### config.mk
export PLATFORM = sky130hd
export DESIGN_NAME = uart_channel_register_map
export DESIGN_NICKNAME = d
export VERILOG_FILES = /design/src/pkg/uart_regs_pkg.sv /design/src/hdl/uart_channel_register_map.sv
export SDC_FILE = /design/constraint.sdc
export NUM_CORES = 1
export LEC_CHECK = 0
export BUFFER_PORTS_ARGS = -buffer_cell sky130_fd_sc_hd__buf_2
export CAP_MARGIN = 20
export CORE_ASPECT_RATIO = 0.7
export CORE_MARGIN = 2
export CORE_UTILIZATION = 54
export CTS_BUF_LIST = sky130_fd_sc_hd__clkbuf_8
export DETAILED_ROUTE_END_ITERATION = 16
export PLACE_DENSITY = 0.79
export SLEW_MARGIN = 5
export SYNTH_ARGS = -nofsm -noshare
export SYNTH_HDL_FRONTEND = slang
export SYNTH_SLANG_ARGS = --single-unit
### constraint.sdc
create_clock -name sys_clk -period 2.3 [get_ports sys_clk]
set_clock_uncertainty 0.1 [all_clocks]
set_input_delay 0.23 -clock sys_clk [delete_from_list [all_inputs] [get_ports sys_clk]]
set_output_delay 0.23 -clock sys_clk [all_outputs]
set_load 0.01 [all_outputs]
### src/pkg/uart_regs_pkg.sv
package uart_regs_pkg;
  // Channel register offsets on the 4-bit address
  localparam logic [3:0] OFS_DATA     = 4'h0;
  localparam logic [3:0] OFS_IER      = 4'h1;
  localparam logic [3:0] OFS_ISR      = 4'h2;
  localparam logic [3:0] OFS_LINE_CTL = 4'h3;
  localparam logic [3:0] OFS_MODEM_CT = 4'h4;
  localparam logic [3:0] OFS_LINE_ST  = 4'h5;
  localparam logic [3:0] OFS_MODEM_ST = 4'h6;
  localparam logic [3:0] OFS_SCRATCH  = 4'h7;
  localparam logic [3:0] OFS_FEATURE  = 4'h8;
  localparam logic [3:0] OFS_ENH_FUNC = 4'h9;
  localparam logic [3:0] OFS_RSVD     = 4'ha;

  // Field positions
  localparam int LCR_DLAB_BIT  = 7;
  localparam int EFR_ENH_BIT   = 4;
  localparam int MCR_LOOP_BIT  = 4;
  localparam int FCR_EN_BIT    = 0;
  localparam int FCR_RXRST_BIT = 1;
  localparam int FCR_TXRST_BIT = 2;

  // Writable-bit masks
  localparam logic [7:0] IER_MASK     = 8'hef;
  localparam logic [7:0] IER_ENH_MASK = 8'he0;
  localparam logic [7:0] ISR_ENH_MASK = 8'h30;
  localparam logic [7:0] FCR_MASK     = 8'hf9;
  localparam logic [7:0] FCR_ENH_MASK = 8'h30;
  localparam logic [7:0] MCR_ENH_MASK = 8'hec;
  localparam logic [7:0] FRAC_MASK    = 8'h0f;
  localparam logic [7:0] FEATURE_CONTROL_MASK    = 8'h30;
  localparam logic [7:0] R485_MASK    = 8'hfd;
  localparam logic [7:0] R485_ENH     = 8'hff;

  // Reset values
  localparam logic [7:0] DIV_LOW_RST  = 8'h00;
  localparam logic [7:0] DIV_HIGH_RST = 8'h00;
  localparam logic [7:0] DIV_FRAC_RST = 8'h00;
  localparam logic [7:0] IER_RST      = 8'h00;
  localparam logic [7:0] FCR_RST      = 8'h00;
  localparam logic [7:0] LCR_RST      = 8'h00;
  localparam logic [7:0] MCR_RST      = 8'h00;
  localparam logic [7:0] SPR_RST      = 8'h00;
  localparam logic [7:0] FEATURE_CONTROL_RST     = 8'h00;
  localparam logic [7:0] EFR_RST      = 8'h00;
  localparam logic [7:0] R485_RST     = 8'h00;
  localparam logic [7:0] ZERO_BYTE    = 8'h00;

  // Data path buffering
  localparam int DATA_W     = 8;
  localparam int FIFO_DEPTH = 8;

  // Host register access, one strobe per cycle
  typedef struct packed {
    logic       wr;
    logic       rd;
    logic [3:0] addr;
    logic [7:0] wdata;
  } host_req_t;

  // Receive error flags from the receiver
  typedef struct packed {
    logic fifo_err;
    logic rx_break;
    logic framing;
    logic parity;
    logic overrun;
  } line_flags_t;

  // Configuration handed to the channel logic
  typedef struct packed {
    logic [7:0] div_low;
    logic [7:0] div_high;
    logic [7:0] div_frac;
    logic [7:0] int_enable;
    logic [7:0] fifo_ctl;
    logic [7:0] line_ctl;
    logic [7:0] modem_ctl;
    logic [7:0] feature;
    logic [7:0] enh_func;
    logic [7:0] rs485_mode;
  } uart_cfg_t;
endpackage

### src/hdl/uart_channel_register_map.sv
// Notes on behaviour
// - Offset 0 with divisor access clear reads receive data, writes transmit.
// - Divisor access set maps offsets 0,1,2 to divisor low, high, fraction.
// - Fraction register keeps bits 3:0; bits 7:4 read zero.
// - Offset 2 read gives FIFO enables, flow change, Xoff, source code.
// - Offset 2 write is FIFO control: enable, resets, DMA, triggers.
// - Enhanced bits act only with enhanced enable set, else read zero.
// - Interrupt enable bits: rx, tx, line, modem, bit4 zero, 7:5 enhanced.
// - Line control: length, stop, parity, even, forced, break, divisor.
// - Modem control: DTR, RTS, flow select, immediate, loop, any, IR, scale.
// - Line status read-only: ready, overrun, errors, break, empties, error.
// - Offset 7 is plain scratch storage without side effects.
// - Feature control keeps bit5 auto direction, bit4 IR invert only.
// - Enhanced function: flow mode, enable, special char, auto flow.
// - Modem control bits 2,3 drive no pins; used only in loopback.

// Synchronous FIFO with flush
module sync_fifo #(
  parameter int WIDTH = 8,
  parameter int DEPTH = 8
) (
  // Clock and reset
  input  wire logic             sys_clk,
  input  wire logic             rstn,
  input  wire logic             flush,
  // Fill side
  input  wire logic             in_valid,
  output logic                  in_ready,
  input  wire logic [WIDTH-1:0] in_data,
  // Drain side
  output logic                  out_valid,
  input  wire logic             out_ready,
  output logic      [WIDTH-1:0] out_data
);
  localparam int AW = $clog2(DEPTH);

  logic [WIDTH-1:0] mem [DEPTH];
  logic [AW:0]      wr_ptr_q;
  logic [AW:0]      rd_ptr_q;
  logic             push;
  logic             pop;

  // Full when pointers differ only in the wrap bit
  assign in_ready  = (wr_ptr_q ^ rd_ptr_q) != {1'b1, {AW{1'b0}}};
  assign out_valid = wr_ptr_q != rd_ptr_q;
  assign push      = in_valid && in_ready;
  assign pop       = out_valid && out_ready;
  assign out_data  = mem[rd_ptr_q[AW-1:0]];

  // Storage
  always_ff @(posedge sys_clk) begin
    if (push) begin
      mem[wr_ptr_q[AW-1:0]] <= in_data;
    end
  end

  // Pointers
  always_ff @(posedge sys_clk) begin
    if (!rstn || flush) begin
      wr_ptr_q <= '0;
      rd_ptr_q <= '0;
    end else begin
      if (push) begin
        wr_ptr_q <= wr_ptr_q + 1'b1;
      end
      if (pop) begin
        rd_ptr_q <= rd_ptr_q + 1'b1;
      end
    end
  end
endmodule // sync_fifo

// Register map and decode of one UART channel
module uart_channel_register_map (
  // Clock and reset
  input  wire logic                      sys_clk,
  input  wire logic                      rstn,
  // Host register access
  input  wire uart_regs_pkg::host_req_t  req,
  output logic                     [7:0] rd_data,
  output logic                           rd_valid,
  output logic                           thr_ready,
  // Transmit stream to the transmitter
  output logic                           tx_valid,
  input  wire logic                      tx_ready,
  output logic                     [7:0] tx_data,
  // Receive stream from the receiver
  input  wire logic                      rx_valid,
  output logic                           rx_ready,
  input  wire logic                [7:0] rx_data,
  // Status from the channel logic
  input  wire uart_regs_pkg::line_flags_t line_flags,
  input  wire logic                      tx_shift_empty,
  input  wire logic                [3:0] int_source,
  input  wire logic                      flow_change,
  input  wire logic                      xoff_special,
  // Modem pins, active low
  input  wire logic                      cts_n,
  input  wire logic                      dsr_n,
  input  wire logic                      ri_n,
  input  wire logic                      cd_n,
  output logic                           dtr_n,
  output logic                           rts_n,
  // Configuration out
  output uart_regs_pkg::uart_cfg_t       cfg,
  output logic                           rx_flush,
  output logic                           tx_flush
);
  logic [7:0] div_low_q;
  logic [7:0] div_high_q;
  logic [7:0] div_frac_q;
  logic [7:0] ier_q;
  logic [7:0] fcr_q;
  logic [7:0] lcr_q;
  logic [7:0] mcr_q;
  logic [7:0] spr_q;
  logic [7:0] feature_control_q;
  logic [7:0] efr_q;
  logic [7:0] r485_q;
  logic [3:0] delta_q;
  logic [3:0] modem_prev_q;
  logic [3:0] pin_meta_q;
  logic [3:0] pin_sync_q;
  logic [3:0] modem_now;
  logic       dlab;
  logic       enh;
  logic       wr;
  logic       rd;
  logic [3:0] addr;
  logic [7:0] wd;
  logic       thr_push;
  logic       rhr_pop;
  logic       msr_read;
  logic [7:0] rx_head;
  logic       rx_avail;
  logic       tx_empty;
  logic [7:0] ier_wmask;
  logic [7:0] fcr_wmask;
  logic [7:0] mcr_wmask;
  logic [7:0] r485_wmask;
  logic [7:0] isr_val;
  logic [7:0] lsr_val;
  logic [7:0] rd_mux;
  logic       tx_in_ready;
  logic       tx_out_valid;

  assign dlab = lcr_q[uart_regs_pkg::LCR_DLAB_BIT];
  assign enh  = efr_q[uart_regs_pkg::EFR_ENH_BIT];
  assign wr   = req.wr;
  assign rd   = req.rd;
  assign addr = req.addr;
  assign wd   = req.wdata;

  // Data and modem status register side effects
  assign thr_push = wr && addr == uart_regs_pkg::OFS_DATA && !dlab;
  assign rhr_pop  = rd && addr == uart_regs_pkg::OFS_DATA && !dlab;
  assign msr_read = rd && addr == uart_regs_pkg::OFS_MODEM_ST;

  // Enhanced bits are writable only with enhanced enable set
  assign ier_wmask  = enh ? uart_regs_pkg::IER_MASK :
                      (uart_regs_pkg::IER_MASK & ~uart_regs_pkg::IER_ENH_MASK);
  assign fcr_wmask  = enh ? uart_regs_pkg::FCR_MASK :
                      (uart_regs_pkg::FCR_MASK & ~uart_regs_pkg::FCR_ENH_MASK);
  assign mcr_wmask  = enh ? 8'hff : ~uart_regs_pkg::MCR_ENH_MASK;
  assign r485_wmask = enh ? uart_regs_pkg::R485_MASK : 8'h00;

  // Transmit buffer between host writes and the transmitter
  sync_fifo #(
    .WIDTH (uart_regs_pkg::DATA_W),
    .DEPTH (uart_regs_pkg::FIFO_DEPTH)
  ) tx_fifo (
    .sys_clk   (sys_clk),
    .rstn      (rstn),
    .flush     (tx_flush),
    .in_valid  (thr_push),
    .in_ready  (tx_in_ready),
    .in_data   (wd),
    .out_valid (tx_out_valid),
    .out_ready (tx_ready),
    .out_data  (tx_data)
  );

  // Receive buffer between the receiver and host reads
  sync_fifo #(
    .WIDTH (uart_regs_pkg::DATA_W),
    .DEPTH (uart_regs_pkg::FIFO_DEPTH)
  ) rx_fifo (
    .sys_clk   (sys_clk),
    .rstn      (rstn),
    .flush     (rx_flush),
    .in_valid  (rx_valid),
    .in_ready  (rx_ready),
    .in_data   (rx_data),
    .out_valid (rx_avail),
    .out_ready (rhr_pop),
    .out_data  (rx_head)
  );

  assign thr_ready = tx_in_ready;
  assign tx_valid  = tx_out_valid;
  assign tx_empty  = !tx_out_valid;

  // Divisor registers behind the divisor access bit
  always_ff @(posedge sys_clk) begin
    if (!rstn) begin
      div_low_q  <= uart_regs_pkg::DIV_LOW_RST;
      div_high_q <= uart_regs_pkg::DIV_HIGH_RST;
      div_frac_q <= uart_regs_pkg::DIV_FRAC_RST;
    end else if (wr && dlab) begin
      case (addr)
        uart_regs_pkg::OFS_DATA: div_low_q <= wd;
        uart_regs_pkg::OFS_IER:  div_high_q <= wd;
        uart_regs_pkg::OFS_ISR: begin
          div_frac_q <= wd & uart_regs_pkg::FRAC_MASK;
        end
        default: ;
      endcase
    end
  end

  // Interrupt enable and FIFO control
  always_ff @(posedge sys_clk) begin
    if (!rstn) begin
      ier_q <= uart_regs_pkg::IER_RST;
      fcr_q <= uart_regs_pkg::FCR_RST;
    end else begin
      if (wr && !dlab && addr == uart_regs_pkg::OFS_IER) begin
        ier_q <= wd & ier_wmask;
      end else if (!enh) begin
        ier_q <= ier_q & ~uart_regs_pkg::IER_ENH_MASK;
      end
      if (wr && !dlab && addr == uart_regs_pkg::OFS_ISR) begin
        fcr_q <= wd & fcr_wmask;
      end else if (!enh) begin
        fcr_q <= fcr_q & ~uart_regs_pkg::FCR_ENH_MASK;
      end
    end
  end

  // FIFO reset strobes, one cycle after the write
  always_ff @(posedge sys_clk) begin
    if (!rstn) begin
      rx_flush <= 1'b0;
      tx_flush <= 1'b0;
    end else begin
      rx_flush <= wr && !dlab && addr == uart_regs_pkg::OFS_ISR &&
                  wd[uart_regs_pkg::FCR_RXRST_BIT];
      tx_flush <= wr && !dlab && addr == uart_regs_pkg::OFS_ISR &&
                  wd[uart_regs_pkg::FCR_TXRST_BIT];
    end
  end

  // Line control, modem control and scratch
  always_ff @(posedge sys_clk) begin
    if (!rstn) begin
      lcr_q <= uart_regs_pkg::LCR_RST;
      mcr_q <= uart_regs_pkg::MCR_RST;
      spr_q <= uart_regs_pkg::SPR_RST;
    end else begin
      if (wr && addr == uart_regs_pkg::OFS_LINE_CTL) begin
        lcr_q <= wd;
      end
      if (wr && addr == uart_regs_pkg::OFS_MODEM_CT) begin
        mcr_q <= wd & mcr_wmask;
      end else if (!enh) begin
        mcr_q <= mcr_q & ~uart_regs_pkg::MCR_ENH_MASK;
      end
      if (wr && addr == uart_regs_pkg::OFS_SCRATCH) begin
        spr_q <= wd;
      end
    end
  end

  // Feature, enhanced function and RS-485 settings
  always_ff @(posedge sys_clk) begin
    if (!rstn) begin
      feature_control_q <= uart_regs_pkg::FEATURE_CONTROL_RST;
      efr_q  <= uart_regs_pkg::EFR_RST;
      r485_q <= uart_regs_pkg::R485_RST;
    end else begin
      if (wr && addr == uart_regs_pkg::OFS_FEATURE) begin
        feature_control_q <= wd & uart_regs_pkg::FEATURE_CONTROL_MASK;
      end
      if (wr && addr == uart_regs_pkg::OFS_ENH_FUNC) begin
        efr_q <= wd;
      end
      if (wr && addr == uart_regs_pkg::OFS_MODEM_ST) begin
        r485_q <= wd & r485_wmask;
      end else if (!enh) begin
        r485_q <= uart_regs_pkg::R485_RST;
      end
    end
  end

  // Two-flop synchroniser for the modem pins
  always_ff @(posedge sys_clk) begin
    if (!rstn) begin
      pin_meta_q <= 4'h0;
      pin_sync_q <= 4'h0;
    end else begin
      pin_meta_q <= {~cd_n, ~ri_n, ~dsr_n, ~cts_n};
      pin_sync_q <= pin_meta_q;
    end
  end

  // Loopback feeds modem control back as {CD, RI, DSR, CTS}
  always_comb begin
    if (mcr_q[uart_regs_pkg::MCR_LOOP_BIT]) begin
      modem_now = {mcr_q[3], mcr_q[2], mcr_q[0], mcr_q[1]};
    end else begin
      modem_now = pin_sync_q;
    end
  end

  // Delta flags: a change in the read cycle survives the clear
  always_ff @(posedge sys_clk) begin
    if (!rstn) begin
      modem_prev_q <= 4'h0;
      delta_q      <= 4'h0;
    end else begin
      modem_prev_q <= modem_now;
      delta_q      <= (msr_read ? 4'h0 : delta_q) |
                      (modem_now ^ modem_prev_q);
    end
  end

  // Modem pins are inactive during loopback
  always_ff @(posedge sys_clk) begin
    if (!rstn) begin
      dtr_n <= 1'b1;
      rts_n <= 1'b1;
    end else begin
      dtr_n <= ~mcr_q[0] | mcr_q[uart_regs_pkg::MCR_LOOP_BIT];
      rts_n <= ~mcr_q[1] | mcr_q[uart_regs_pkg::MCR_LOOP_BIT];
    end
  end

  // Interrupt status and line status views
  always_comb begin
    isr_val = {{2{fcr_q[uart_regs_pkg::FCR_EN_BIT]}},
               flow_change, xoff_special, int_source};
    if (!enh) begin
      isr_val = isr_val & ~uart_regs_pkg::ISR_ENH_MASK;
    end
    lsr_val = {line_flags.fifo_err, tx_empty && tx_shift_empty,
               tx_empty, line_flags.rx_break, line_flags.framing,
               line_flags.parity, line_flags.overrun, rx_avail};
  end

  // Read decode
  always_comb begin
    case (addr)
      uart_regs_pkg::OFS_DATA:     rd_mux = dlab ? div_low_q : rx_head;
      uart_regs_pkg::OFS_IER:      rd_mux = dlab ? div_high_q : ier_q;
      uart_regs_pkg::OFS_ISR:      rd_mux = dlab ? div_frac_q : isr_val;
      uart_regs_pkg::OFS_LINE_CTL: rd_mux = lcr_q;
      uart_regs_pkg::OFS_MODEM_CT: rd_mux = mcr_q;
      uart_regs_pkg::OFS_LINE_ST:  rd_mux = lsr_val;
      uart_regs_pkg::OFS_MODEM_ST: rd_mux = {modem_now, delta_q};
      uart_regs_pkg::OFS_SCRATCH:  rd_mux = spr_q;
      uart_regs_pkg::OFS_FEATURE:  rd_mux = feature_control_q;
      uart_regs_pkg::OFS_ENH_FUNC: rd_mux = efr_q;
      uart_regs_pkg::OFS_RSVD:     rd_mux = uart_regs_pkg::ZERO_BYTE;
      default:                     rd_mux = uart_regs_pkg::ZERO_BYTE;
    endcase
  end

  // Registered read answer
  always_ff @(posedge sys_clk) begin
    if (!rstn) begin
      rd_data  <= uart_regs_pkg::ZERO_BYTE;
      rd_valid <= 1'b0;
    end else begin
      rd_valid <= rd;
      if (rd) begin
        rd_data <= rd_mux;
      end
    end
  end

  // Configuration out
  assign cfg = '{div_low:    div_low_q,
                 div_high:   div_high_q,
                 div_frac:   div_frac_q,
                 int_enable: ier_q,
                 fifo_ctl:   fcr_q,
                 line_ctl:   lcr_q,
                 modem_ctl:  mcr_q,
                 feature:    feature_control_q,
                 enh_func:   efr_q,
                 rs485_mode: r485_q};
endmodule // uart_channel_register_map

==> flow_metrics.tcl, run 1 <==
set metrics [dict create \
    place.gp.congestion 0.961 \
    dieArea_um2 20900 \
    ys_seq_area_share_pct 59.4 \
    drt_pass1_iterations 5 \
    cp_top_family "multiplexers" \
    fp-row-count 43 \
    io_buffers 131 \
    diodes 0 \
    tightest_slew_ns 0.748 \
    ioPinCount 146 \
    critPathMaxFanout 8 \
    drt_iter0_markers 853 \
    cp.arrival_ns 2.03 \
    area_growth_pct 20.3 \
    initial_utilization_pct 54.6 \
    setup_viol 7 \
    fin_area_um2 12900 \
    htree_levels 2 \
    worst_setup_path_end_kind "primary output" \
    syn-cell-area_um2 10700 \
    period_share_pct 103 \
    outcome "finished with violations" \
    grt_pass1_wl_um 42400 \
    drc_errors 0 \
    vias_per_cell 5.70 \
    die_x_um 172 \
    core-area_um2 19600 \
    period_needed_ns 2.36 \
    path_buf_inv 2 \
    grt.total_usage_pct 27.2 \
    synthFlopType "edfxtp_1" \
    required_ns 1.97 \
    crit_path_max_incr_delay_ns 0.56 \
    die_h_um 122 \
    violations "setup timing" \
    dp_hpwl_um 19600 \
    powerDensity_nw_per_um2 717 \
    finalNetCount 1118 \
    wl_per_cell_um 20.8 \
    grt_pass1_vias 7372 \
    async_reset_ff_share_pct 0 \
    drive_gt1_share_pct 27.0 \
    via_count 7810 \
    ys_seq_elements 253 \
    cap_viol_max_count 0 \
    ir_worst_vdd_uv 536 \
    antenna_found_initial 0 \
    cts_buffers 38 \
    cts_tree "built" \
    ant_nets 0 \
    post_cts_buffers 0 \
    cts-root-buf "clkbuf_8" \
    clkLatencyLatePin_ns 0.52 \
    rsz0062_at_grt "true" \
    grt-ovfl-total 0 \
    cts_sinks 253 \
    grt_max_degree 47 \
    power_leakage_nw 4.83 \
    relSlewSlack_pct 50.0 \
    placedInstanceArea_um2 11800 \
    max_freq_ghz 0.423 \
    worstSetupPathType "flip-flop to primary output" \
    syn_avg_cell_area_um2 12.0 \
    wl_um 28500 \
    yosys.cell_types.count 58 \
    clk_pin_slew_ns 0.07 \
    hold_slack_ns 0.0384 \
    yosys_warnings 0 \
    min_path_type "input pin to flip-flop" \
    synth_edf_count 128 \
    syn_inst 891 \
    clk_path_buf_depth 3 \
    critPathLaunchType "flip-flop" \
    hold_violations 0 \
    worstPathCellList "buf_12 > mux4_2 > mux2_4 > buf_6" \
    worst_slack_ns -0.0636 \
    slew_violations 0 \
    slowest_stage "mux4_2" \
]
==> stage by stage <==
step / setup TNS (ns) / power [mW] / worst slack [ns] / util [%] / instances
final: -0.165 / 9.21 / -0.0636 / 65.6 / 1370
after CTS: -0.476 / 9.25 / -0.102 / 65.6 / 1370
after detailed placement: 0 / 5.41 / 0.127 / 60.3 / 1284
after global placement: 0 / 5.39 / 0.187 / 60.3 / 1284
after global routing: -0.756 / 9.50 / -0.133 / 65.6 / 1370
after floorplan: -0.491 / 5.21 / -0.0177 / - / 904
==> cell families after synthesis <==
| kind of cell | count (synthesis) | synth area share [%] |
|---|---|---|
| adders and majority gates | 4 | 0.468 |
| muxes | 100 | 12.7 |
| DFF | 253 | 59.4 |
| buffers and inverters | 86 | 3.79 |
| xor gates and xnor gates | 22 | 1.80 |
| other | 1 | 0.0351 |
| AOI/OAI and AO/OA | 135 | 8.13 |
| and+or+nand+nor | 290 | 13.7 |
==> worst min-delay path, delay by kind of cell <==
| family | cells | cell delay (ns) |
|---|---|---|
| compound gates | 2 | 0.22 |
| buf+inv | 1 | 0.10 |
| simple gates | 1 | 0.05 |
==> metal layers <==
| layer | global-route usage, % | vias to the layer above | wire length (µm) |
|---|---|---|---|
| met5 | 0 | - | 0 |
| met4 | 5.67 | 0 | 365 |
| met3 | 7.57 | 38 | 2780 |
| met2 | 40.2 | 374 | 12600 |
| met1 | 40.6 | 3826 | 12700 |
| li1 | - | 3572 | - |
==> worst paths after layout <==
path	to	depth (start not counted)	startpoint	slack, ns
worst max register to register	tx_fifo.mem[1][5]	6	lcr_q[7]	0.12
worst max-delay path	tx_data[2]	4	flip-flop	-0.06
worst min register to register	pin_sync_q[2]	1	pin_meta_q[2]	0.33
worst min-delay path	rd_data[6]	4	req[12]	0.04
==> layout by cell type, fill, tap and decap left out, types with 6 or more instances in the layout <==
| cell | Yosys | layout |
|---|---|---|
| a21boi_0 | 37 | 37 |
| a21oi_1 | 27 | 27 |
| a31oi_1 | 8 | 8 |
| and2_1 | 6 | 6 |
| buf_2 | 15 | 127 |
| buf_4 | 15 | 54 |
| clkbuf_8 | 0 | 46 |
| clkinv_2 | 0 | 6 |
| conb_1 | 1 | 14 |
| dfxtp_1 | 125 | 124 |
| dlygate4sd3_1 | 0 | 17 |
| edfxtp_1 | 128 | 128 |
| inv_1 | 9 | 18 |
| mux2_2 | 11 | 10 |
| mux2i_1 | 62 | 62 |
| mux4_2 | 27 | 27 |
| nand2_1 | 95 | 95 |
| nand2b_1 | 12 | 12 |
| nand3_1 | 38 | 38 |
| nand3b_1 | 8 | 8 |
| nand4_1 | 8 | 8 |
| nor2_1 | 42 | 40 |
| nor2b_1 | 41 | 41 |
| nor3_1 | 10 | 9 |
| o21ai_0 | 33 | 33 |
| xnor2_1 | 13 | 13 |
| xor2_1 | 9 | 9 |
==> cell type report <==
class | count | area (µm²)
Tap cell | 270 | 338
Clock inverter | 22 | 173
Timing Repair Buffer | 205 | 1320
Multi-Input combinational cell | 565 | 4000
Inverter | 9 | 33.8
Fill cell | 1509 | 6730
Clock buffer | 46 | 633
Sequential cell | 253 | 6350
==> what timing repair did <==
action	4_1_cts	5_1_grt
setup endpoints to repair	8	10
hold buffers	17	0
gates cloned	1	0
resized for setup	8	2
endpoints found under the hold margin	74	0
==> synth_stat cells, drive strengths merged, types with 9 or more instances <==
library cell	count	area [µm²]
nand2	95	357
xor2	9	78.8
mux2i	62	621
a21oi	27	135
xnor2	13	114
a21boi	40	300
edfxtp	128	3840
clkbuf	39	146
mux2	11	124
o21ai	33	165
nor2	46	188
dfxtp	125	2500
nor3	10	50.1
inv	9	33.8
nor2b	41	257
buf	38	225
nand3	39	200
mux4	27	608
nand2b	12	75.1
==> registers in the layout (all words and copies together), names as in the netlist, 2 cells and up, named ones only <==
register,flops
div_frac_q,4
tx_fifo.wr_ptr_q,4
spr_q,8
fcr_q,6
delta_q,4
lcr_q,8
feature_control_q,2
tx_fifo.mem,64
div_low_q,8
ier_q,7
pin_meta_q,4
efr_q,8
tx_fifo.rd_ptr_q,4
div_high_q,8
r485_q,7
rx_fifo.mem,64
modem_prev_q,4
pin_sync_q,4
mcr_q,8
rd_data,8
rx_fifo.wr_ptr_q,4
rx_fifo.rd_ptr_q,4
==> report_power, final <==
group	total, mW	switching (mW)	leakage [nW]	internal (mW)
Sequential	4.82	0.0338	2.17	4.79
Combinational	0.530	0.320	2.21	0.210
Clock	3.86	1.70	0.449	2.15
No activity file was read; power rests on OpenSTA's default activity.
==> run 2: changes to the inputs <==
--- a/config.mk
+++ b/config.mk
@@ -13,6 +13,7 @@
 export CTS_BUF_LIST = sky130_fd_sc_hd__clkbuf_8
 export DETAILED_ROUTE_END_ITERATION = 16
 export PLACE_DENSITY = 0.79
+export RECOVER_POWER = 100
 export SLEW_MARGIN = 5
 export SYNTH_ARGS = -nofsm -noshare
 export SYNTH_HDL_FRONTEND = slang
==> flow_metrics.tcl, run 2 (synthesis results as in run 1) <==
set metrics [dict create \
    fp-row-count 43 \
    hold_slack_ns 0.0626 \
    vias_per_cell 5.73 \
    ant_nets 0 \
    p_comb_share_pct 5.6 \
    period_needed_ns 2.36 \
    rsz0062_at_grt "true" \
    rr_worst_depth 6 \
    core-area_um2 19600 \
    cts_sinks 253 \
    initial_utilization_pct 54.6 \
    dp_hpwl_um 19600 \
    layout_commonest_cell "edfxtp_1" \
    worstSetupPathType "flip-flop to primary output" \
    finalNetCount 1118 \
    wl_um 28400 \
    grt.total_usage_pct 27.2 \
    htree_levels 2 \
    drive_gt1_share_pct 17.6 \
    outcome "finished with violations" \
    clk_path_buf_depth 3 \
    dieArea_um2 20900 \
    tightest_slew_ns 1.28 \
    period_share_pct 103 \
    grt_pass1_vias 7372 \
    p_clk_share_pct 41.9 \
    report.power.total_mw 9.20 \
    fin_area_um2 12700 \
    via_count 7853 \
    grt_max_degree 47 \
    drc_errors 0 \
    post_cts_buffers 0 \
    slew_violations 0 \
    placedInstanceArea_um2 11800 \
    swShare_pct 22.3 \
    die_h_um 122 \
    die_x_um 172 \
    seqPwrFrac_pct 52.4 \
    powerDensity_nw_per_um2 725 \
    critPathMaxFanout 8 \
    antenna_found_initial 0 \
    ioPinCount 146 \
    cts-root-buf "clkbuf_8" \
    power.internal_mw 7.14 \
    cap_viol_max_count 0 \
    drt_iter0_markers 835 \
    worst_setup_path_end_kind "primary output" \
    max_freq_ghz 0.423 \
    diodes 0 \
    clkLatencyLatePin_ns 0.52 \
    relSlewSlack_pct 15.0 \
    setup_viol 6 \
    power_leakage_nw 4.42 \
    critPathLaunchType "flip-flop" \
    violations "setup timing" \
    layout_common_cells "edfxtp_1 (128), dfxtp_1 (124), clkbuf_1 (100)" \
    hold_violations 0 \
    cts_tree "built" \
    area_growth_pct 18.8 \
    post-route-util_pct 64.8 \
    cts_buffers 38 \
    fillers 1586 \
    min_path_cells 4 \
    ir_worst_vdd_uv 535 \
    drt_pass1_iterations 5 \
    required_ns 1.97 \
    grt-ovfl-total 0 \
    p_sw_mw 2.06 \
    wl_per_cell_um 20.7 \
    min_path_type "input pin to flip-flop" \
    cp.arrival_ns 2.03 \
    worst_slack_ns -0.0624 \
    io_buffers 131 \
    grt_pass1_wl_um 42400 \
    clk_pin_slew_ns 0.07 \
    place.gp.congestion 0.961 \
]
-- run 2: final timing paths --
check / startpoint / to / slack (ns)
max reg2reg: lcr_q[7] / tx_fifo.mem[1][5] / 0.04
min reg2reg: pin_meta_q[2] / pin_sync_q[2] / 0.33
min: req[12] / rd_data[6] / 0.06
max: flip-flop / tx_data[2] / -0.06
-- run 2: timing repair --
action,in CTS,in global routing
pin swaps,0,0
gates resized for setup,8,2
cloned,1,0
hold endpoints to repair,74,0
hold buffers,17,0
setup endpoints to repair,8,10
-- run 2: layout make-up --
| type | instances | area (µm²) | area share, % |
|---|---|---|---|
| Tap cell | 270 | 338 | 2.66 |
| Timing Repair Buffer | 205 | 1170 | 9.25 |
| Inverter | 9 | 33.8 | 0.266 |
| Multi-Input combinational cell | 565 | 3990 | 31.4 |
| Clock buffer | 46 | 633 | 4.99 |
| Sequential cell | 253 | 6350 | 50.0 |
| Clock inverter | 22 | 173 | 1.36 |
-- run 2: critical path, cell delays in order, from the launching register on --
cell     delay, ns
dfxtp_4       0.40
buf_12        0.15
mux4_2        0.56
mux2_4        0.30
buf_6         0.12
-- run 2: per-layer routing --
metal,GRT usage [%],vias to the layer above,wire length (µm)
met1,40.6,3837,12500
li1,-,3567,-
met3,7.57,45,3020
met2,40.2,404,12500
met4,5.67,0,424
met5,0,-,0
-- run 2: stage by stage --
stage          std cells  setup slack [ns]  TNS (ns)
2_1_floorplan        904           -0.0177    -0.491
3_3_place_gp        1284             0.187         0
3_5_place_dp        1284             0.127         0
4_1_cts             1370            -0.102    -0.476
5_1_grt             1370            -0.133     -2.56
6_report            1370           -0.0624    -0.156
-- run 2: power groups by stage --
stage / clock network [mW] / registers (mW) / logic (mW)
after detailed placement: 0 / 4.92 / 0.487
after floorplan: 0 / 4.91 / 0.296
after CTS: 3.91 / 4.82 / 0.520
after global placement: 0 / 4.92 / 0.479
after global routing: 4.11 / 4.82 / 0.555
final: 3.86 / 4.82 / 0.519
==> run 3: changes to the inputs <==
--- a/config.mk
+++ b/config.mk
@@ -12,8 +12,8 @@
 export CORE_UTILIZATION = 54
 export CTS_BUF_LIST = sky130_fd_sc_hd__clkbuf_8
 export DETAILED_ROUTE_END_ITERATION = 16
+export MAX_ROUTING_LAYER = met4
 export PLACE_DENSITY = 0.79
-export RECOVER_POWER = 100
 export SLEW_MARGIN = 5
 export SYNTH_ARGS = -nofsm -noshare
 export SYNTH_HDL_FRONTEND = slang
==> flow_metrics.tcl, run 3 (synthesis results as in run 1) <==
set metrics [dict create \
    outcome "finished with violations" \
    violations "setup timing" \
    dieArea_um2 20900 \
    dp_hpwl_um 19200 \
    die_x_um 172 \
    drive_gt1_share_pct 26.6 \
    ant_nets 0 \
    critPathLaunchType "flip-flop" \
    fillers 1533 \
    place.gp.congestion 0.951 \
    slew_violations 0 \
    diodes 0 \
    fp-row-count 43 \
    timing.rr.start "lcr_q[7]" \
    grt.total_usage_pct 27.8 \
    worstSetupPathType "flip-flop to primary output" \
    power.internal_mw 6.83 \
    drc_errors 0 \
    tightest_slew_ns 0.752 \
    seqPwrFrac_pct 54.3 \
    hold-path-endpoint "spr_q[7]" \
    power_leakage_nw 4.82 \
    relSlewSlack_pct 49.7 \
    finalNetCount 1117 \
    cts_tree "built" \
    dpl_worst_slack_ns 0.142 \
    htree_levels 2 \
    wl_um 27900 \
    post_cts_buffers 0 \
    min_path_cells 2 \
    p_sw_mw 2.05 \
    rrSetupSlack_ns 0.25 \
    die_h_um 122 \
    period_needed_ns 2.33 \
    ff_latch_area_um2 6350 \
    worst_setup_path_end_kind "primary output" \
    cts_buffers 38 \
    layout_commonest_cell "edfxtp_1" \
    placedInstanceArea_um2 11800 \
    p_clk_share_pct 39.8 \
    layout_common_cells "edfxtp_1 (128), dfxtp_1 (124), buf_2 (124)" \
    cts_sinks 253 \
    required_ns 1.97 \
    antenna_found_initial 0 \
    reg2reg_to "rd_data[1]" \
    via_count 7739 \
    ioPinCount 146 \
    vias_per_cell 5.65 \
    grt_pass1_vias 7308 \
    final_cells 1369 \
    grt-ovfl-total 0 \
    powerDensity_nw_per_um2 693 \
    setup_viol 7 \
    grt_pass1_wl_um 42000 \
    grt_max_degree 33 \
    max_freq_ghz 0.430 \
    swShare_pct 23.1 \
    core-area_um2 19600 \
    wl_per_cell_um 20.4 \
    period_share_pct 101 \
    post-place-cells 1285 \
    multi_input_area_um2 4010 \
    rsz0062_at_grt "true" \
    worstHoldStart "rstn" \
    drt_iter0_markers 924 \
    area_growth_pct 19.8 \
    io_buffers 131 \
    min_path_type "input pin to flip-flop" \
    ir_worst_vdd_uv 361 \
    cap_viol_max_count 0 \
    p_comb_share_pct 5.9 \
    clk_pin_slew_ns 0.06 \
    fin_area_um2 12800 \
    critPathMaxFanout 8 \
    clkLatencyLatePin_ns 0.54 \
    report.power.total_mw 8.88 \
    hold_slack_ns 0.0439 \
    worst_slack_ns -0.0264 \
    initial_utilization_pct 54.6 \
    clk_path_buf_depth 3 \
    drt_pass1_iterations 6 \
    cp.arrival_ns 2.00 \
    hold_violations 0 \
    cts-root-buf "clkbuf_8" \
    rr_worst_depth 6 \
]
## run 3: cell types whose count changed in the layout (fill, tap and decap cells not counted), moves of 5 or more
cell and delta:
clkbuf_1 -100, inv_1 +5, buf_4 +15, clkbuf_2 -5, clkbuf_4 -6, buf_2 +92
## run 3: cell type report
type	count	share of cell area [%]
clock buffer	43	4.62
clock inverter	25	1.06
inverter	9	0.264
multi-input combinational	565	31.3
sequential	253	49.6
tap	270	2.64
timing repair buffer	204	10.5
## run 3: metrics by stage
| step | utilization, % | setup TNS [ns] |
|---|---|---|
| finish | 65.4 | -0.110 |
| global route | 65.4 | -0.610 |
| CTS | 65.3 | -0.330 |
| detailed placement | 60.4 | 0 |
| global placement | 60.4 | 0 |
| floorplan | - | -0.491 |
## run 3: worst max-delay path by stage
stage,from,end,slack (ns),depth (start not counted)
3_5_place_dp,req[8],tx_fifo.mem[1][6],0.14,6
5_1_grt,flip-flop,tx_data[0],-0.09,4
6_report,flip-flop,tx_data[1],-0.03,4
4_1_cts,flip-flop,tx_data[0],-0.06,4
3_3_place_gp,req[8],tx_fifo.mem[1][6],0.15,6
2_1_floorplan,req[11],tx_fifo.mem[1][0],-0.02,5
## run 3: layer usage
layer	track usage [%]	part of all wire [%]	vias to the layer above	wire [µm]
met5	-	0	-	0
met4	5.83	1.4	0	388
met3	6.95	11	37	3030
met2	38.3	43	377	12100
met1	41.8	44	3769	12400
li1	-	-	3556	-
## run 3: worst max-delay path, cell delays in order, from the launching register on
cell	delay, ns
dfxtp_4	0.40
buf_12	0.15
mux4_2	0.51
mux2_4	0.30
buf_6	0.12
## run 3: power groups by stage
stage | combinational [mW] | sequential, mW | clock (mW)
global placement | 0.480 | 4.92 | 0
finish | 0.527 | 4.82 | 3.53
floorplan | 0.296 | 4.91 | 0
global route | 0.565 | 4.82 | 3.79
detailed placement | 0.485 | 4.92 | 0
CTS | 0.518 | 4.82 | 3.58
## run 3: what timing repair did
action | 4_1_cts | 5_1_grt
cloned | 1 | 0
gates resized for setup | 11 | 6
hold endpoints to repair | 71 | 0
setup endpoints to repair | 8 | 17
hold buffers | 15 | 0
